## src/bms_map.svh

```systemverilog
`ifndef BMS_MAP_SVH
`define BMS_MAP_SVH

// ----------------------------------------------------------------------
// Register offsets
// ----------------------------------------------------------------------
`define BMS_REG_STATUS 8'h00
`define BMS_REG_SELECT 8'h04
`define BMS_REG_CTRL 8'h08

// ----------------------------------------------------------------------
// Field positions
// ----------------------------------------------------------------------
`define BMS_ST_STRAP_LSB 0
`define BMS_ST_VALID_BIT 4
`define BMS_ST_FUSE_BIT 5
`define BMS_ST_ERR_BIT 6
`define BMS_ST_RECOV_BIT 7
`define BMS_ST_LPB_BIT 8
`define BMS_SEL_DEV_LSB 0
`define BMS_SEL_HOST_BIT 3
`define BMS_SEL_WIDTH_LSB 4
`define BMS_CTRL_FAIL_BIT 0
`define BMS_CTRL_SERIAL_PERIPH_TWO_BIT 1

// ----------------------------------------------------------------------
// Strap, fuse and pin function encodings
// ----------------------------------------------------------------------
`define BMS_MODE_FUSE 3'h0
`define BMS_MODE_DL 3'h1
`define BMS_MODE_EMMC 3'h2
`define BMS_MODE_SD 3'h3
`define BMS_MODE_NOR 3'h4
`define BMS_MODE_NAND 3'h5
`define BMS_WIDTH_1 2'h0
`define BMS_WIDTH_4 2'h1
`define BMS_WIDTH_8 2'h2
`define BMS_PIN_FUNC_ZERO 2'h0
`define BMS_PIN_FUNC_TWO 2'h2

// ----------------------------------------------------------------------
// Reset values and timing
// ----------------------------------------------------------------------
`define BMS_CTRL_RESET 2'h0
`define BMS_SETTLE_NS 100
`define BMS_CLK_PERIOD_PS 5000

`endif

```

## src/bms_pkg.sv

```systemverilog
package bms_pkg;

  typedef enum logic [2:0] {
    DEV_NONE, DEV_USB, DEV_EMMC, DEV_SD, DEV_NOR, DEV_NAND, DEV_SERIAL_PERIPH_ONE, DEV_SERIAL_PERIPH_TWO
  } bms_dev_type;

  typedef enum logic [2:0] {
    ST_SETTLE, ST_PRIMARY, ST_RECOVERY, ST_DOWNLOAD, ST_HALT
  } bms_state_type;

endpackage : bms_pkg

```

## src/bms_sync.sv

```systemverilog
`timescale 1ns/1ps
`default_nettype none

module bms_sync #(
  parameter int W = 4
) (
  input wire logic clk,
  input wire logic rst_n,
  input wire logic [W-1:0] async_in,
  output logic [W-1:0] sync_q,
  output logic stable
);

  logic [W-1:0] stage1_reg;
  logic [W-1:0] stage2_reg;
  logic [W-1:0] stage3_reg;
  logic [1:0] fill_reg;

  // The first stage feeds only the second one.
  always_ff @(posedge clk or negedge rst_n) begin
    if (!rst_n) begin
      stage1_reg <= '0;
      stage2_reg <= '0;
      stage3_reg <= '0;
    end else begin
      stage1_reg <= async_in;
      stage2_reg <= stage1_reg;
      stage3_reg <= stage2_reg;
    end
  end

  // Reset values are not pin samples, so agreement only counts once three
  // real samples have entered the chain; otherwise a low strap would get a
  // shorter settle window than a high one.
  always_ff @(posedge clk or negedge rst_n) begin
    if (!rst_n) begin
      fill_reg <= 2'h0;
    end else if (fill_reg != 2'h3) begin
      fill_reg <= fill_reg + 2'h1;
    end
  end

  assign sync_q = stage3_reg;
  assign stable = (fill_reg == 2'h3) && (stage2_reg == stage3_reg);

endmodule : bms_sync

`default_nettype wire

```

## src/bms_top.sv

```systemverilog
// The implementer's own choices: the plain strobed port and the address map.
`timescale 1ns/1ps
`default_nettype none
`include "bms_map.svh"

module bms_top #(
  parameter int STRAP_W = 4,
  parameter int GROUPS = 6
) (
  input wire logic clk,
  input wire logic rst_n,
  input wire logic [STRAP_W-1:0] strap_pin,
  input wire logic fuse_override,
  input wire logic [2:0] fuse_primary_dev,
  input wire logic fuse_sd_host_two,
  input wire logic [1:0] fuse_flash_width,
  input wire logic fuse_low_power_boot,
  input wire logic [7:0] addr,
  input wire logic [31:0] wdata,
  input wire logic wr_en,
  input wire logic rd_en,
  output logic [31:0] rdata,
  output logic cfg_valid,
  output logic pin_strap_mode,
  output logic [2:0] active_dev,
  output logic sd_host_two,
  output logic [1:0] flash_width,
  output logic boot_error,
  output logic usb_dl_en,
  output logic realtime_core_rst_n,
  output logic app_core_rst_n,
  output logic [GROUPS-1:0] pin_group_en,
  output logic [2*GROUPS-1:0] pin_group_func
);

  // ----------------------------------------------------------------------
  // Timing constants
  // ----------------------------------------------------------------------
  // A least settle time, so the cycle count rounds up.
  localparam int SETTLE_CYC_RAW =
    (`BMS_SETTLE_NS * 1000 + `BMS_CLK_PERIOD_PS - 1) / `BMS_CLK_PERIOD_PS;
  localparam int SETTLE_CYC = (SETTLE_CYC_RAW < 1) ? 1 : SETTLE_CYC_RAW;
  localparam logic [7:0] SETTLE_LAST = 8'(SETTLE_CYC - 1);

  // ----------------------------------------------------------------------
  // Strap synchroniser
  // ----------------------------------------------------------------------
  logic [STRAP_W-1:0] strap_sync;
  logic strap_stable;

  bms_sync #(
    .W(STRAP_W)
  ) u_sync (
    .clk(clk),
    .rst_n(rst_n),
    .async_in(strap_pin),
    .sync_q(strap_sync),
    .stable(strap_stable)
  );

  // ----------------------------------------------------------------------
  // State
  // ----------------------------------------------------------------------
  bms_pkg::bms_state_type state_reg;
  bms_pkg::bms_state_type state_next;
  logic [7:0] settle_reg;
  logic [STRAP_W-1:0] strap_reg;
  logic valid_reg;
  logic fuse_used_reg;
  logic err_reg;
  logic lpb_reg;
  logic serial_periph_two_reg;
  logic host_two_reg;
  logic [1:0] width_reg;
  bms_pkg::bms_dev_type dev_reg;
  bms_pkg::bms_dev_type dev_next;
  logic host_two_next;
  logic [1:0] width_next;
  logic err_next;
  logic fuse_used_next;
  logic capture;
  logic fail_wr;
  logic [31:0] rdata_reg;

  assign capture = (state_reg == bms_pkg::ST_SETTLE) && strap_stable &&
                   (settle_reg == SETTLE_LAST);
  assign fail_wr = wr_en && (addr == `BMS_REG_CTRL) &&
                   wdata[`BMS_CTRL_FAIL_BIT];

  // ----------------------------------------------------------------------
  // Boot source decode
  // ----------------------------------------------------------------------
  always_comb begin
    logic [2:0] mode;
    mode = strap_sync[2:0];
    fuse_used_next = (mode == `BMS_MODE_FUSE) || fuse_override;
    if (fuse_used_next) begin
      mode = fuse_primary_dev;
    end
    dev_next = bms_pkg::DEV_NONE;
    host_two_next = 1'b0;
    err_next = 1'b0;
    case (mode)
      `BMS_MODE_DL: begin
        dev_next = bms_pkg::DEV_USB;
      end
      `BMS_MODE_EMMC: begin
        dev_next = bms_pkg::DEV_EMMC;
      end
      `BMS_MODE_SD: begin
        dev_next = bms_pkg::DEV_SD;
        host_two_next = fuse_used_next ? fuse_sd_host_two : 1'b1;
      end
      `BMS_MODE_NOR: begin
        dev_next = bms_pkg::DEV_NOR;
      end
      `BMS_MODE_NAND: begin
        dev_next = bms_pkg::DEV_NAND;
      end
      default: begin
        err_next = 1'b1;
      end
    endcase
    // flash width, invalid falls back to one bit
    width_next = (fuse_flash_width == 2'h3) ? `BMS_WIDTH_1 : fuse_flash_width;
  end

  // ----------------------------------------------------------------------
  // Sequencer
  // ----------------------------------------------------------------------
  always_comb begin
    state_next = state_reg;
    case (state_reg)
      bms_pkg::ST_SETTLE: begin
        if (capture) begin
          if (err_next) begin
            state_next = bms_pkg::ST_RECOVERY;
          end else if (dev_next == bms_pkg::DEV_USB) begin
            state_next = bms_pkg::ST_DOWNLOAD;
          end else begin
            state_next = bms_pkg::ST_PRIMARY;
          end
        end
      end
      bms_pkg::ST_PRIMARY: begin
        if (fail_wr) begin
          state_next = bms_pkg::ST_RECOVERY;
        end
      end
      bms_pkg::ST_RECOVERY: begin
        if (fail_wr) begin
          state_next = bms_pkg::ST_HALT;
        end
      end
      bms_pkg::ST_DOWNLOAD: begin
        state_next = bms_pkg::ST_DOWNLOAD;
      end
      bms_pkg::ST_HALT: begin
        state_next = bms_pkg::ST_HALT;
      end
      default: begin
        state_next = bms_pkg::ST_HALT;
      end
    endcase
  end

  always_ff @(posedge clk or negedge rst_n) begin
    if (!rst_n) begin
      state_reg <= bms_pkg::ST_SETTLE;
    end else begin
      state_reg <= state_next;
    end
  end

  always_ff @(posedge clk or negedge rst_n) begin
    if (!rst_n) begin
      settle_reg <= 8'h00;
    end else if (state_reg != bms_pkg::ST_SETTLE || !strap_stable) begin
      settle_reg <= 8'h00;
    end else if (settle_reg != SETTLE_LAST) begin
      settle_reg <= settle_reg + 8'h01;
    end
  end

  // ----------------------------------------------------------------------
  // Latched configuration
  // ----------------------------------------------------------------------
  // latch straps once
  always_ff @(posedge clk or negedge rst_n) begin
    if (!rst_n) begin
      strap_reg <= '0;
      valid_reg <= 1'b0;
      fuse_used_reg <= 1'b0;
      host_two_reg <= 1'b0;
      width_reg <= `BMS_WIDTH_1;
      lpb_reg <= 1'b0;
    end else if (capture) begin
      strap_reg <= strap_sync;
      valid_reg <= 1'b1;
      fuse_used_reg <= fuse_used_next;
      host_two_reg <= host_two_next;
      width_reg <= width_next;
      lpb_reg <= fuse_low_power_boot;
    end
  end

  // Software chooses the recovery port; it is only read on a primary boot failure, a strap error always takes port one.
  always_ff @(posedge clk or negedge rst_n) begin
    if (!rst_n) begin
      serial_periph_two_reg <= 1'b0;
    end else if (wr_en && addr == `BMS_REG_CTRL) begin
      serial_periph_two_reg <= wdata[`BMS_CTRL_SERIAL_PERIPH_TWO_BIT];
    end
  end

  // recovery only on a serial peripheral port
  always_ff @(posedge clk or negedge rst_n) begin
    if (!rst_n) begin
      dev_reg <= bms_pkg::DEV_NONE;
      err_reg <= 1'b0;
    end else if (capture) begin
      dev_reg <= err_next ? bms_pkg::DEV_SERIAL_PERIPH_ONE : dev_next;
      err_reg <= err_next;
    end else if (state_reg == bms_pkg::ST_PRIMARY && fail_wr) begin
      dev_reg <= serial_periph_two_reg ? bms_pkg::DEV_SERIAL_PERIPH_TWO : bms_pkg::DEV_SERIAL_PERIPH_ONE;
    end else if (state_reg == bms_pkg::ST_RECOVERY && fail_wr) begin
      dev_reg <= bms_pkg::DEV_NONE;
      err_reg <= 1'b1;
    end
  end

  // ----------------------------------------------------------------------
  // Core reset release
  // ----------------------------------------------------------------------
  logic rt_rst_n_reg;
  logic app_rst_n_reg;

  // low power boot keeps application cores held
  always_ff @(posedge clk or negedge rst_n) begin
    if (!rst_n) begin
      rt_rst_n_reg <= 1'b0;
      app_rst_n_reg <= 1'b0;
    end else if (capture) begin
      rt_rst_n_reg <= 1'b1;
      app_rst_n_reg <= !fuse_low_power_boot;
    end
  end

  // ----------------------------------------------------------------------
  // Pin routing
  // ----------------------------------------------------------------------
  // Group order: flash, SD one, SD one reset, SD two, port one, port two.
  logic [GROUPS-1:0] grp_want;
  logic [GROUPS-1:0] grp_en_reg;
  logic [2*GROUPS-1:0] grp_func_reg;
  logic strap_mode_reg;
  logic usb_reg;

  always_comb begin
    grp_want = '0;
    grp_want[0] = (dev_reg == bms_pkg::DEV_NOR) ||
                  (dev_reg == bms_pkg::DEV_NAND);
    grp_want[1] = (dev_reg == bms_pkg::DEV_EMMC) ||
                  (dev_reg == bms_pkg::DEV_SD && !host_two_reg);
    grp_want[2] = (dev_reg == bms_pkg::DEV_EMMC);
    grp_want[3] = (dev_reg == bms_pkg::DEV_SD && host_two_reg);
    grp_want[4] = (dev_reg == bms_pkg::DEV_SERIAL_PERIPH_ONE);
    grp_want[5] = (dev_reg == bms_pkg::DEV_SERIAL_PERIPH_TWO);
  end

  for (genvar g = 0; g < GROUPS; g++) begin : g_pins
    localparam logic [1:0] FUNC =
      (g == 2 || g >= 4) ? `BMS_PIN_FUNC_TWO : `BMS_PIN_FUNC_ZERO;
    always_ff @(posedge clk or negedge rst_n) begin
      if (!rst_n) begin
        grp_en_reg[g] <= 1'b0;
        grp_func_reg[2*g +: 2] <= `BMS_PIN_FUNC_ZERO;
      end else begin
        grp_en_reg[g] <= grp_want[g];
        grp_func_reg[2*g +: 2] <= grp_want[g] ? FUNC : `BMS_PIN_FUNC_ZERO;
      end
    end
  end

  // pins serve the straps until capture
  always_ff @(posedge clk or negedge rst_n) begin
    if (!rst_n) begin
      strap_mode_reg <= 1'b1;
      usb_reg <= 1'b0;
    end else begin
      strap_mode_reg <= (state_reg == bms_pkg::ST_SETTLE) && !capture;
      usb_reg <= (dev_reg == bms_pkg::DEV_USB);
    end
  end

  // ----------------------------------------------------------------------
  // Register read port
  // ----------------------------------------------------------------------
  always_ff @(posedge clk or negedge rst_n) begin
    if (!rst_n) begin
      rdata_reg <= 32'h0000_0000;
    end else begin
      rdata_reg <= 32'h0000_0000;
      if (rd_en) begin
        case (addr)
          `BMS_REG_STATUS: begin
            rdata_reg[`BMS_ST_STRAP_LSB +: STRAP_W] <= strap_reg;
            rdata_reg[`BMS_ST_VALID_BIT] <= valid_reg;
            rdata_reg[`BMS_ST_FUSE_BIT] <= fuse_used_reg;
            rdata_reg[`BMS_ST_ERR_BIT] <= err_reg;
            rdata_reg[`BMS_ST_RECOV_BIT] <=
              (state_reg == bms_pkg::ST_RECOVERY);
            rdata_reg[`BMS_ST_LPB_BIT] <= lpb_reg;
          end
          `BMS_REG_SELECT: begin
            rdata_reg[`BMS_SEL_DEV_LSB +: 3] <= dev_reg;
            rdata_reg[`BMS_SEL_HOST_BIT] <= host_two_reg;
            rdata_reg[`BMS_SEL_WIDTH_LSB +: 2] <= width_reg;
          end
          `BMS_REG_CTRL: begin
            rdata_reg[`BMS_CTRL_SERIAL_PERIPH_TWO_BIT] <= serial_periph_two_reg;
          end
          default: begin
            rdata_reg <= 32'h0000_0000;
          end
        endcase
      end
    end
  end

  assign rdata = rdata_reg;
  assign cfg_valid = valid_reg;
  assign pin_strap_mode = strap_mode_reg;
  assign active_dev = dev_reg;
  assign sd_host_two = host_two_reg;
  assign flash_width = width_reg;
  assign boot_error = err_reg;
  assign usb_dl_en = usb_reg;
  assign realtime_core_rst_n = rt_rst_n_reg;
  assign app_core_rst_n = app_rst_n_reg;
  assign pin_group_en = grp_en_reg;
  assign pin_group_func = grp_func_reg;
endmodule : bms_top

`default_nettype wire

```

## config.mk

```make
export PLATFORM = sky130hd
export DESIGN_NAME = bms_top
export DESIGN_NICKNAME = d
export VERILOG_FILES = /design/src/bms_pkg.sv /design/src/bms_sync.sv /design/src/bms_top.sv
export VERILOG_INCLUDE_DIRS = /design/src
export SDC_FILE = /design/constraint.sdc
export NUM_CORES = 1
export LEC_CHECK = 0
export BUFFER_PORTS_ARGS = -buffer_cell sky130_fd_sc_hd__buf_2
export CELL_PAD_IN_SITES_DETAIL_PLACEMENT = 0
export CELL_PAD_IN_SITES_GLOBAL_PLACEMENT = 1
export CORE_ASPECT_RATIO = 1.25
export CORE_UTILIZATION = 38
export DETAILED_ROUTE_END_ITERATION = 8
export PLACE_DENSITY_LB_ADDON = 0.1
export SETUP_SLACK_MARGIN = 0.05
export SKIP_LAST_GASP = 1
export SYNTH_ARGS = -nofsm -noshare
export SYNTH_HDL_FRONTEND = slang
export SYNTH_SLANG_ARGS = --single-unit
```

## constraint.sdc

```tcl
create_clock -name clk -period 5.35 [get_ports clk]
set_clock_uncertainty 0.05 [all_clocks]
set_input_delay 1.3375 -clock clk [delete_from_list [all_inputs] [get_ports clk]]
set_output_delay 1.3375 -clock clk [all_outputs]
set_load 0.01 [all_outputs]
```

# Word-level counts from Yosys, hierarchy flattened
# Index checks and enable logic that the tools add are counted.
dict set report word_totals {
  wordCells 116
  regBits 87
  out_inout_bits 62
  inputBits 56
  mem_bits_rw 0
  mem_count 0
  romBits 0
  latch_bits 0
}
dict set report op_classes {
  eq_ne 28
  muxes 30
  magnitude_cmp 0
  addsub 2
  bitwise 0
  div 0
  reduce_logical 28
  multipliers 0
  n_shift 0
}
# operator n
set ops {}
lappend ops {{two-way mux 3 bit} 9}
lappend ops {{== test 3 x 2 -> 1 bit (second input constant)} 6}
lappend ops {{== test 3 bit (second input constant)} 6}
lappend ops {{two-way mux 8 bit} 2}
lappend ops {{one-hot mux 3 bit (5 select lines)} 1}
lappend ops {{== test 3 x 1 -> 1 bit (second input constant)} 4}
lappend ops {{two-way mux 2 bit} 6}
lappend ops {{one-hot mux 3 bit (4 select lines)} 1}
lappend ops {{logical AND 1 bit} 10}
lappend ops {{inequality test 2 bit (second input constant)} 5}
lappend ops {{two-way mux 9 bit} 1}
lappend ops {{adder 8 x 1 -> 8 bit (second input constant)} 1}
lappend ops {{== test 8 x 3 -> 1 bit (second input constant)} 1}
lappend ops {{== test 8 x 4 -> 1 bit (second input constant)} 1}
lappend ops {{== test 8 x 5 -> 1 bit (second input constant)} 1}
lappend ops {{logical NOT 8 bit} 1}
lappend ops {{inequality test 8 x 5 -> 1 bit (second input constant)} 1}
lappend ops {{one-hot mux 4 bit (2 select lines)} 1}
lappend ops {{two-way mux 1 bit} 7}
lappend ops {{logical NOT 3 bit} 2}
lappend ops {{nonzero test 3 bit} 2}
lappend ops {{OR reduction 5 bit} 1}
lappend ops {{== test 2 bit (second input constant)} 2}
lappend ops {{== test 4 bit} 1}
lappend ops {{other kinds (8)} 15}

# Logic depth before layout (Yosys ltp)
# Gate-level depths: netlist (run 1).
dict set report depth {
  ltp_word 10
  ltp_mapped 8
  mapped_depth_nobuf 5
}

# Hierarchy
# A second synthesis (run 1) with hierarchy kept.
dict set report hier_totals {
  hier_cells 253
  area_unflattened_um2 2671.3
}
# mod area_per_inst_um2 n_inst cells_per_inst seq_area_each_um2
set by_module_without_submodules {}
lappend by_module_without_submodules {bms_top 2223.4 1 227 1102.3}
lappend by_module_without_submodules {bms_sync 447.9 1 26 350.3}

# Worst setup path after synthesis (run 1)
# Ideal clock, no wire load.
dict set report synth_path {
  kind {input to register}
  from {input addr[2]}
  to {register err_reg, in the netlist boot_error}
  path_buffers 1
  arrival_time_ps 2455
  required_ps 5229
  slack_ps 2773
  setup_time_ps 71
  stages 6
  path_cell_list {buf_6 > and3b_1 > nand4_1 > or3_1 > nor3b_1 > nor2_1}
}
dict set report synth_between {
  elab_chain_cells 6
  elab_cells_between_ends 8
  cone_classes {2 x eq/ne; 6 x reduce/logical}
}
# element line
set synth_rtl {}
lappend synth_rtl {{start: declaration} bms_top.sv:18} ;# input wire logic [7:0] addr,
lappend synth_rtl {{== test 8 x 4 -> 1 bit *} -}
lappend synth_rtl {{logical AND 1 bit * (2 in series)} bms_top.sv:87} ;# assign fail_wr = wr_en && (addr == `BMS_REG_CTRL) &&
lappend synth_rtl {{logical AND 1 bit (on tied branches)} {bms_top.sv:224, bms_top.sv:226}}
lappend synth_rtl {{inequality test 2 bit (no source line) / nonzero test 2 bit (equally long branches)} -}
lappend synth_rtl {{AND reduction 2 bit (no source line) *} -}
lappend synth_rtl {{end signal: assignment} bms_top.sv:223} ;# err_reg <= err_next;
lappend synth_rtl {{end: declaration} bms_top.sv:70} ;# logic err_reg;
# Every way passes the cells marked *; elsewhere a longest branch is shown, timed or not.
# A chain may end at the register's enable or synchronous reset.

# Worst setup path in the final report (run 1)
dict set report layout_path {
  from {input addr[1]}
  to {register err_reg, in the netlist boot_error}
}
# The elaborated chain is that of the path after synthesis.

==> results of run 1 <==
stage by stage:
stage                     instance area [um^2]   util  worst slack (ns)
after CTS                                 3110  0.449              2.76
after global routing                      3110  0.449              2.61
after global placement                    2910  0.420              2.41
after detailed placement                  2910  0.420              2.40
after floorplan                           2840      -              2.77
final                                     3110  0.449              2.78
worst max path at each step:
stage                                end  slack, ns  cells after the start
2_1_floorplan     boot_error$_DFFE_PN0P_       2.77                      6
3_3_place_gp   active_dev[2]$_DFFE_PN0P_       2.41                      6
3_5_place_dp      boot_error$_DFFE_PN0P_       2.40                      6
4_1_cts           boot_error$_DFFE_PN0P_       2.76                      6
5_1_grt        active_dev[2]$_DFFE_PN0P_       2.61                      6
6_report          boot_error$_DFFE_PN0P_       2.78                      6
per-layer routing:
metal	vias to the layer above	track usage	share of wire
met5	-	0	0
met3	12	0.0330	0.049
met4	0	0.0958	0.026
li1	886	-	-
met2	54	0.227	0.49
met1	851	0.175	0.44
power by group through the flow:
| stage | combinational [mW] | clock, mW | sequential, mW |
|---|---|---|---|
| global placement | 0.0604 | 0 | 0.465 |
| floorplan | 0.0521 | 0 | 0.464 |
| finish | 0.0594 | 0.409 | 0.457 |
| detailed placement | 0.0606 | 0 | 0.466 |
| CTS | 0.0607 | 0.423 | 0.457 |
| global route | 0.0678 | 0.445 | 0.459 |
cell type report:
cell class | count | area share
clock inverter | 5 | 0.0169
timing repair buffer | 56 | 0.0908
tap | 90 | 0.0362
sequential | 58 | 0.466
clock buffer | 11 | 0.0486
inverter | 3 | 0.00362
multi-input combinational | 177 | 0.337
worst reg2reg max path, delay by kind of cell, from the launching register on:
| kind | cells | cell delay (ns) |
|---|---|---|
| flip-flops | 1 | 0.43 |
| AO/OA/AOI/OAI | 2 | 0.68 |
| AND/OR/NAND/NOR | 3 | 1.03 |
cells in the mapped netlist, types with 2 or more instances:
master	instances
a21o_1	2
nor3b_1	4
buf_2	3
buf_6	2
o21bai_1	2
nor4_1	2
xnor2_1	4
a21oi_1	4
nor2b_1	3
nand4_1	2
o211ai_1	2
and2_1	4
buf_4	36
xor2_1	9
nand3b_1	2
and3_1	4
nand2b_1	4
inv_1	3
nor2_1	30
o21ai_0	7
mux2_2	7
nor3_1	3
nand3_1	9
nand2_1	14
ha_1	2
or3_1	2
mux2i_1	8
dfrtp_1	57
cells by family after synthesis:
logic type,Yosys count,synth area share
fa+ha+maj,2,0.00918
buf+inv,46,0.124
other cells,1,0.00138
xor+xnor,13,0.0418
simple gates,90,0.172
mux,15,0.0583
compound gates,25,0.0606
flops,58,0.533
==> flow_summary.json, run 1 <==
{
  "reg2reg_depth": 5,
  "start_kind": "input port",
  "drt_iter0_drc": 67,
  "drive_above_1_share": 0.274,
  "switching_share": 0.236,
  "rsz0062_at_grt": "false",
  "fin_setup_tns_ns": 0,
  "hold_end": "u_sync.stage2_reg[3]$_DFF_PN0_",
  "worst-endpoint-required_ns": 5.57,
  "final_cells": 400,
  "clk_pin_slew_ns": 0.07,
  "cts_sinks": 58,
  "grt.total_usage": 0.144,
  "slew_viol_final": 0,
  "syn_avg_cell_area_um2": 10.9,
  "grt_pass1_vias": 1698,
  "p_switching_uw": 218,
  "numCtsBuffers": 9,
  "power_density_nw_per_um2": 297,
  "synth_warnings": 0,
  "crit_path_max_incr_delay_ns": 0.46,
  "synth_seq_cells": 58,
  "yosysTopAreaCellShare": 0.523,
  "cts_resized": 0,
  "fmaxAchievable_mhz": 389,
  "final_nets": 363,
  "drv_cap": 0,
  "synthFlopType": "dfrtp_1",
  "clock_power_share": 0.442,
  "whs_ns": 0.298,
  "seq_area_um2": 1450,
  "cts_setup_buffers": 0,
  "synth.largest_area_cell": "dfrtp_1",
  "critPathLaunch": "addr[1]",
  "grt_pass1_wl_mm": 8.22,
  "rows": 34,
  "num_antenna_cells": 0,
  "power_leakage_nw": 1.62,
  "hold_path_class": "reg -> reg",
  "slowest_stage": "or3_1",
  "r2r_start": "settle_reg[2]$_DFFE_PN0N_",
  "htreeDepth": 3,
  "regToRegSetupSlack_ns": 3.09,
  "post_synth_inst_count": 250,
  "final_common_cell": "dfrtp_1",
  "place.gp.congestion": 0.703,
  "r2r_end": "state_reg[0]$_DFFE_PN0P_",
  "core_um2": 6930,
  "dieArea_um2": 7520,
  "hold_viol_final": 0,
  "ys_seq_area_frac": 0.533,
  "dp_hpwl_mm": 3.47,
  "cts_tree": "done",
  "path_buf_inv": 1,
  "critical_path_class": "in -> reg",
  "cts_hold_buf": 0,
  "holdPathStages": 0,
  "firstDrtPassIters": 4,
  "p_comb_frac": 0.064,
  "grt_max_degree": 59,
  "wl_per_cell_um": 12.3,
  "totalWireLength_mm": 4.90,
  "cp_data_arrival_time_ns": 2.79,
  "layout_common_cells": "57 x dfrtp_1, 55 x buf_2, 32 x conb_1",
  "fin_crit_ns": 2.57,
  "clockBufferDepth": 2,
  "cts_root_buffer": "clkbuf_8",
  "pin_count": 118,
  "crit_family": "simple AND/OR/NAND/NOR gates",
  "drc": 0,
  "start_util": 0.393,
  "portBuffers": 55,
  "viasPerCell": 4.51,
  "status": "finished, final reports clean",
  "via_count": 1803,
  "clkLatencyLatePin_ns": 0.34,
  "p_int_uw": 708,
  "fin_crit_sh": 0.481,
  "antenna_found_initial": 0,
  "largest_reg_flops": 9,
  "overflow": 0,
  "fp.dieH_um": 96.7,
  "synth_area_leaders": "dfrtp_1 52%, buf_4 9.9%, nor2_1 4.1%",
  "setup_viol": 0,
  "die_x_um": 77.7,
  "dp.cells": 384,
  "total_power_uw": 926,
  "worstPathMaxFanout": 6,
  "ant_nets": 0,
  "relSlewSlack": 0.520,
  "crit_chain": "buf_2 -> nor4_1 -> nand4_1 -> or3_1 -> nor3b_1 -> nor2_1",
  "seqPwrFrac": 0.494,
  "worstMarginPinSlew_ns": 0.720,
  "ys_types": 47,
  "synth-edff-count": 0,
  "crit_path_end_kind": "flip-flop",
  "filler_cell_count": 677,
  "synth_area_um2": 2730,
  "ir_worst_vdd_v": 0.000177,
  "min_from": "u_sync.stage1_reg[3]$_DFF_PN0_",
  "area_delta_synth_final_pct": 14.3,
  "multi_input_area_um2": 1050,
  "ys_async_sr_fraction": 1.00
}
Note: power is estimated with default switching activity, not from simulation.
==> run 2, diff against run 1 <==
CORE_UTILIZATION = 32   (was 38)
clock period = 2.2 ns   (was 5.35 ns; I/O delays follow)
==> run 2 against run 1 <==
- the run now ends with design-rule violations left
- combinational power increased to 2.6 times the previous value
- clock-buffer cell count unchanged
- register-to-register slack got worse by 2.8 ns
- largest cell class unchanged
- largest power group is now clock
- highest routed layer unchanged
==> flow_summary.json, run 2 (synthesis gave the netlist of run 1 again) <==
{
  "area_delta_synth_final_pct": 20.1,
  "slew_viol_final": 0,
  "crit_path_end_kind": "flip-flop",
  "drive_above_1_share": 0.294,
  "fin_setup_tns_ns": 0,
  "hold_path_class": "in -> async",
  "hold_viol_final": 0,
  "fin_crit_ns": 1.88,
  "seq_area_um2": 1450,
  "die_x_um": 84.5,
  "cts_tree": "done",
  "wl_per_cell_um": 12.4,
  "finalInstanceArea_um2": 3270,
  "violations": "design-rule violations",
  "antenna_found_initial": 0,
  "drv_cap": 0,
  "grt_pass1_wl_mm": 8.74,
  "final_nets": 373,
  "core_um2": 8240,
  "worst-endpoint-required_ns": 2.37,
  "grt.total_usage": 0.131,
  "power_density_nw_per_um2": 785,
  "r2r_start": "settle_reg[5]$_DFFE_PN0N_",
  "clkLatencyLatePin_ns": 0.33,
  "place_area_um2": 3010,
  "cts_hold_buf": 0,
  "rows": 37,
  "multi_input_area_um2": 1050,
  "layout_common_cells": "57 x dfrtp_1, 55 x buf_2, 32 x conb_1",
  "firstDrtPassIters": 7,
  "setup_viol": 0,
  "portBuffers": 55,
  "cts_resized": 0,
  "ir_worst_vdd_v": 0.000503,
  "status": "complete, but fails checks",
  "dp_hpwl_mm": 3.89,
  "via_count": 1837,
  "dieArea_um2": 8890,
  "ant_nets": 0,
  "cts_setup_buffers": 0,
  "cp_data_arrival_time_ns": 2.04,
  "power_leakage_nw": 1.70,
  "start_util": 0.331,
  "viasPerCell": 4.41,
  "largest_reg_flops": 9,
  "relSlewSlack": 0.619,
  "cts_sinks": 58,
  "fmaxAchievable_mhz": 532,
  "pin_count": 118,
  "start_kind": "flip-flop",
  "clk_pin_slew_ns": 0.07,
  "htreeDepth": 3,
  "totalWireLength_mm": 5.18,
  "drc": 15,
  "rsz0062_at_grt": "false",
  "filler_cell_count": 853,
  "reg2reg_depth": 5,
  "clockBufferDepth": 2,
  "num_antenna_cells": 0,
  "place.gp.congestion": 0.785,
  "fp.dieH_um": 105,
  "grt_pass1_vias": 1783,
  "cts_root_buffer": "clkbuf_8",
  "grt_max_degree": 25,
  "fin_crit_sh": 0.854,
  "worstPathMaxFanout": 13,
  "worstMarginPinSlew_ns": 0.571,
  "drt_iter0_drc": 91,
  "overflow": 0,
  "r2r_end": "strap_reg[3]$_DFFE_PN0P_",
  "numCtsBuffers": 9,
  "regToRegSetupSlack_ns": 0.32,
  "critical_path_class": "reg -> reg",
  "final_common_cell": "dfrtp_1"
}
-- run 2: layout make-up --
| type | instances | share of cell area |
|---|---|---|
| sequential | 58 | 0.444 |
| multi-input combinational | 177 | 0.321 |
| timing repair buffer | 66 | 0.113 |
| clock buffer | 11 | 0.0432 |
| clock inverter | 5 | 0.0382 |
| tap | 97 | 0.0371 |
| inverter | 3 | 0.00344 |
-- run 2: power by group --
| group | internal [mW] | switching (mW) |
|---|---|---|
| Combinational | 0.0581 | 0.0951 |
| Sequential | 1.09 | 0.0217 |
| Clock | 0.897 | 0.409 |
| Total | 2.05 | 0.525 |
-- run 2: metal layers --
| layer | vias to the layer above | global-route usage | share of wire |
|---|---|---|---|
| li1 | 908 | - | - |
| met1 | 871 | 0.155 | 0.42 |
| met2 | 49 | 0.215 | 0.51 |
| met3 | 9 | 0.0324 | 0.050 |
| met4 | 0 | 0.0799 | 0.020 |
| met5 | - | 0 | 0 |
-- run 2: critical path: stages (launching register included) --
cell and delay, ns:
dfrtp_1 0.41, nor4b_2 0.30, and3_2 0.27, and4_1 0.18
buf_4 0.20, mux2_2 0.35
-- run 2: metrics by stage --
step           instances  utilization  total power, mW  setup slack, ns  hold slack (ns)
2_1_floorplan        281            -             1.25            0.411            0.204
3_3_place_gp         401        0.365             1.29            0.139            0.283
3_5_place_dp         401        0.365             1.29            0.152            0.285
4_1_cts              417        0.397             2.62            0.288            0.163
5_1_grt              417        0.397             2.70            0.179            0.185
6_report             417        0.397             2.57            0.322            0.155
-- run 2: worst max-delay path by stage --
stage                                    startpoint                         to  slack, ns
after CTS                 settle_reg[5]$_DFFE_PN0N_   strap_reg[3]$_DFFE_PN0P_       0.29
after floorplan                             addr[2]     boot_error$_DFFE_PN0P_       0.41
after global placement                      addr[1]  active_dev[2]$_DFFE_PN0P_       0.14
after detailed placement                    addr[1]     boot_error$_DFFE_PN0P_       0.15
final                     settle_reg[5]$_DFFE_PN0N_   strap_reg[3]$_DFFE_PN0P_       0.32
after global routing       state_reg[2]$_DFFE_PN0P_   strap_reg[2]$_DFFE_PN0P_       0.18
==> run 3, diff against run 2 <==
CELL_PAD_IN_SITES_DETAIL_PLACEMENT = unset   (was 0)
CELL_PAD_IN_SITES_GLOBAL_PLACEMENT = unset   (was 1)
CORE_UTILIZATION = 40   (was 32)
PLACE_DENSITY = 0.72   (was unset)
PLACE_DENSITY_LB_ADDON = unset   (was 0.1)
==> run 3 against run 2 <==
- clock power is 37% lower
- critical path depth is 1 higher
- power is 19% lower
- the flow now finishes without violations
- combinational power hardly changed
- global-route usage is 1.6 points higher
- die area is 20% lower
- sequential cell count stayed put
- worst setup slack worse by 0.11 ns
- non-clock buffer count is 3 lower
- first-iteration DRC count is 14% higher
- clock-buffer cell count is 2 lower
==> flow_summary.json, run 3 (synthesis gave the netlist of run 1 again) <==
{
  "status": "finished, final reports clean",
  "r2r_end": "sd_host_two$_DFFE_PN0P_",
  "final_common_cell": "dfrtp_1",
  "final_cells": 404,
  "fin_setup_tns_ns": 0,
  "portBuffers": 55,
  "cts_sinks": 58,
  "ant_nets": 0,
  "fmaxAchievable_mhz": 502,
  "hold_path_class": "in -> async",
  "start_kind": "flip-flop",
  "dp.cells": 388,
  "drt_iter0_drc": 104,
  "core_um2": 6570,
  "clockBufferDepth": 2,
  "rsz0062_at_grt": "false",
  "power_density_nw_per_um2": 666,
  "area_delta_synth_final_pct": 15.3,
  "cts_hold_buf": 0,
  "grt_max_degree": 39,
  "overflow": 0,
  "power_leakage_nw": 1.64,
  "worstPathMaxFanout": 10,
  "path_buf_inv": 1,
  "rows": 33,
  "ir_worst_vdd_v": 0.000398,
  "drc": 0,
  "place.gp.congestion": 0.786,
  "cts_setup_buffers": 0,
  "pin_count": 118,
  "slew_viol_final": 0,
  "slowest_stage": "and4_1",
  "viasPerCell": 4.59,
  "drv_cap": 0,
  "htreeDepth": 3,
  "hold_viol_final": 0,
  "layout_common_cells": "57 x dfrtp_1, 55 x buf_2, 32 x conb_1",
  "drive_above_1_share": 0.290,
  "dp_hpwl_mm": 3.49,
  "grt.total_usage": 0.147,
  "fin_ws_ns": 0.210,
  "num_antenna_cells": 0,
  "firstDrtPassIters": 4,
  "critical_path_class": "reg -> reg",
  "pre_cts_ws_ns": 0.0102,
  "die_x_um": 75.8,
  "crit_chain": "nor4b_2 -> and3_2 -> and4_1 -> buf_4 -> o211ai_1 -> o21a_1",
  "crit_family": "simple AND/OR/NAND/NOR gates",
  "cts_resized": 0,
  "grt_pass1_vias": 1739,
  "antenna_found_initial": 0,
  "reg2reg_depth": 6,
  "dieArea_um2": 7150,
  "crit_path_end_kind": "flip-flop",
  "largest_reg_flops": 9,
  "crit_path_max_incr_delay_ns": 0.45,
  "fp.dieH_um": 94.3,
  "cp_data_arrival_time_ns": 2.17,
  "clk_pin_slew_ns": 0.07,
  "fin_crit_ns": 1.99,
  "regToRegSetupSlack_ns": 0.21,
  "wl_per_cell_um": 11.6,
  "grt_pass1_wl_mm": 7.68,
  "cts_tree": "done",
  "clkLatencyLatePin_ns": 0.33,
  "start_util": 0.415,
  "setup_viol": 0,
  "totalWireLength_mm": 4.67,
  "cts_root_buffer": "clkbuf_8",
  "final_nets": 370,
  "worst-endpoint-required_ns": 2.38,
  "fin_crit_sh": 0.905,
  "r2r_start": "settle_reg[5]$_DFFE_PN0N_",
  "numCtsBuffers": 9,
  "via_count": 1856
}
-- run 3: how the worst max path moves through the flow --
| stage | cells after the start | end | start | slack (ns) |
|---|---|---|---|---|
| finish | 6 | sd_host_two$_DFFE_PN0P_ | settle_reg[5]$_DFFE_PN0N_ | 0.21 |
| global route | 6 | sd_host_two$_DFFE_PN0P_ | state_reg[0]$_DFFE_PN0P_ | 0.10 |
| CTS | 6 | sd_host_two$_DFFE_PN0P_ | settle_reg[5]$_DFFE_PN0N_ | 0.20 |
| detailed placement | 6 | boot_error$_DFFE_PN0P_ | addr[1] | 0.01 |
| global placement | 6 | boot_error$_DFFE_PN0P_ | addr[1] | 0.13 |
| floorplan | 6 | boot_error$_DFFE_PN0P_ | addr[2] | 0.41 |
-- run 3: routing by layer --
layer / vias up / GRT usage / part of all wire
li1: 900 / - / -
met1: 877 / 0.165 / 0.43
met2: 71 / 0.249 / 0.49
met3: 8 / 0.0461 / 0.066
met4: 0 / 0.0694 / 0.015
met5: - / 0 / 0
-- run 3: through the flow --
stage          power [mW]  hold slack, ns  utilization  instance area [um^2]
4_1_cts              2.12           0.116        0.479                  3140
2_1_floorplan        1.25           0.204            -                  2840
5_1_grt              2.20           0.133        0.479                  3140
3_3_place_gp         1.28           0.284        0.453                  2970
3_5_place_dp         1.29           0.285        0.453                  2970
6_report             2.09           0.115        0.479                  3140
-- run 3: layout make-up --
type	instances	area [um^2]
fillers	637	3420
well taps	87	109
flip-flops and latches	58	1450
multi-input cells	177	1050
inverters	3	11.3
clock buffers	9	124
repair buffers	63	348
clock inverters	7	46.3
-- run 3: power breakdown --
part	switching [mW]	leakage, nW	internal [mW]
clock	0.425	0.0810	0.402
sequential	0.0201	0.750	1.09
combinational	0.0963	0.804	0.0571
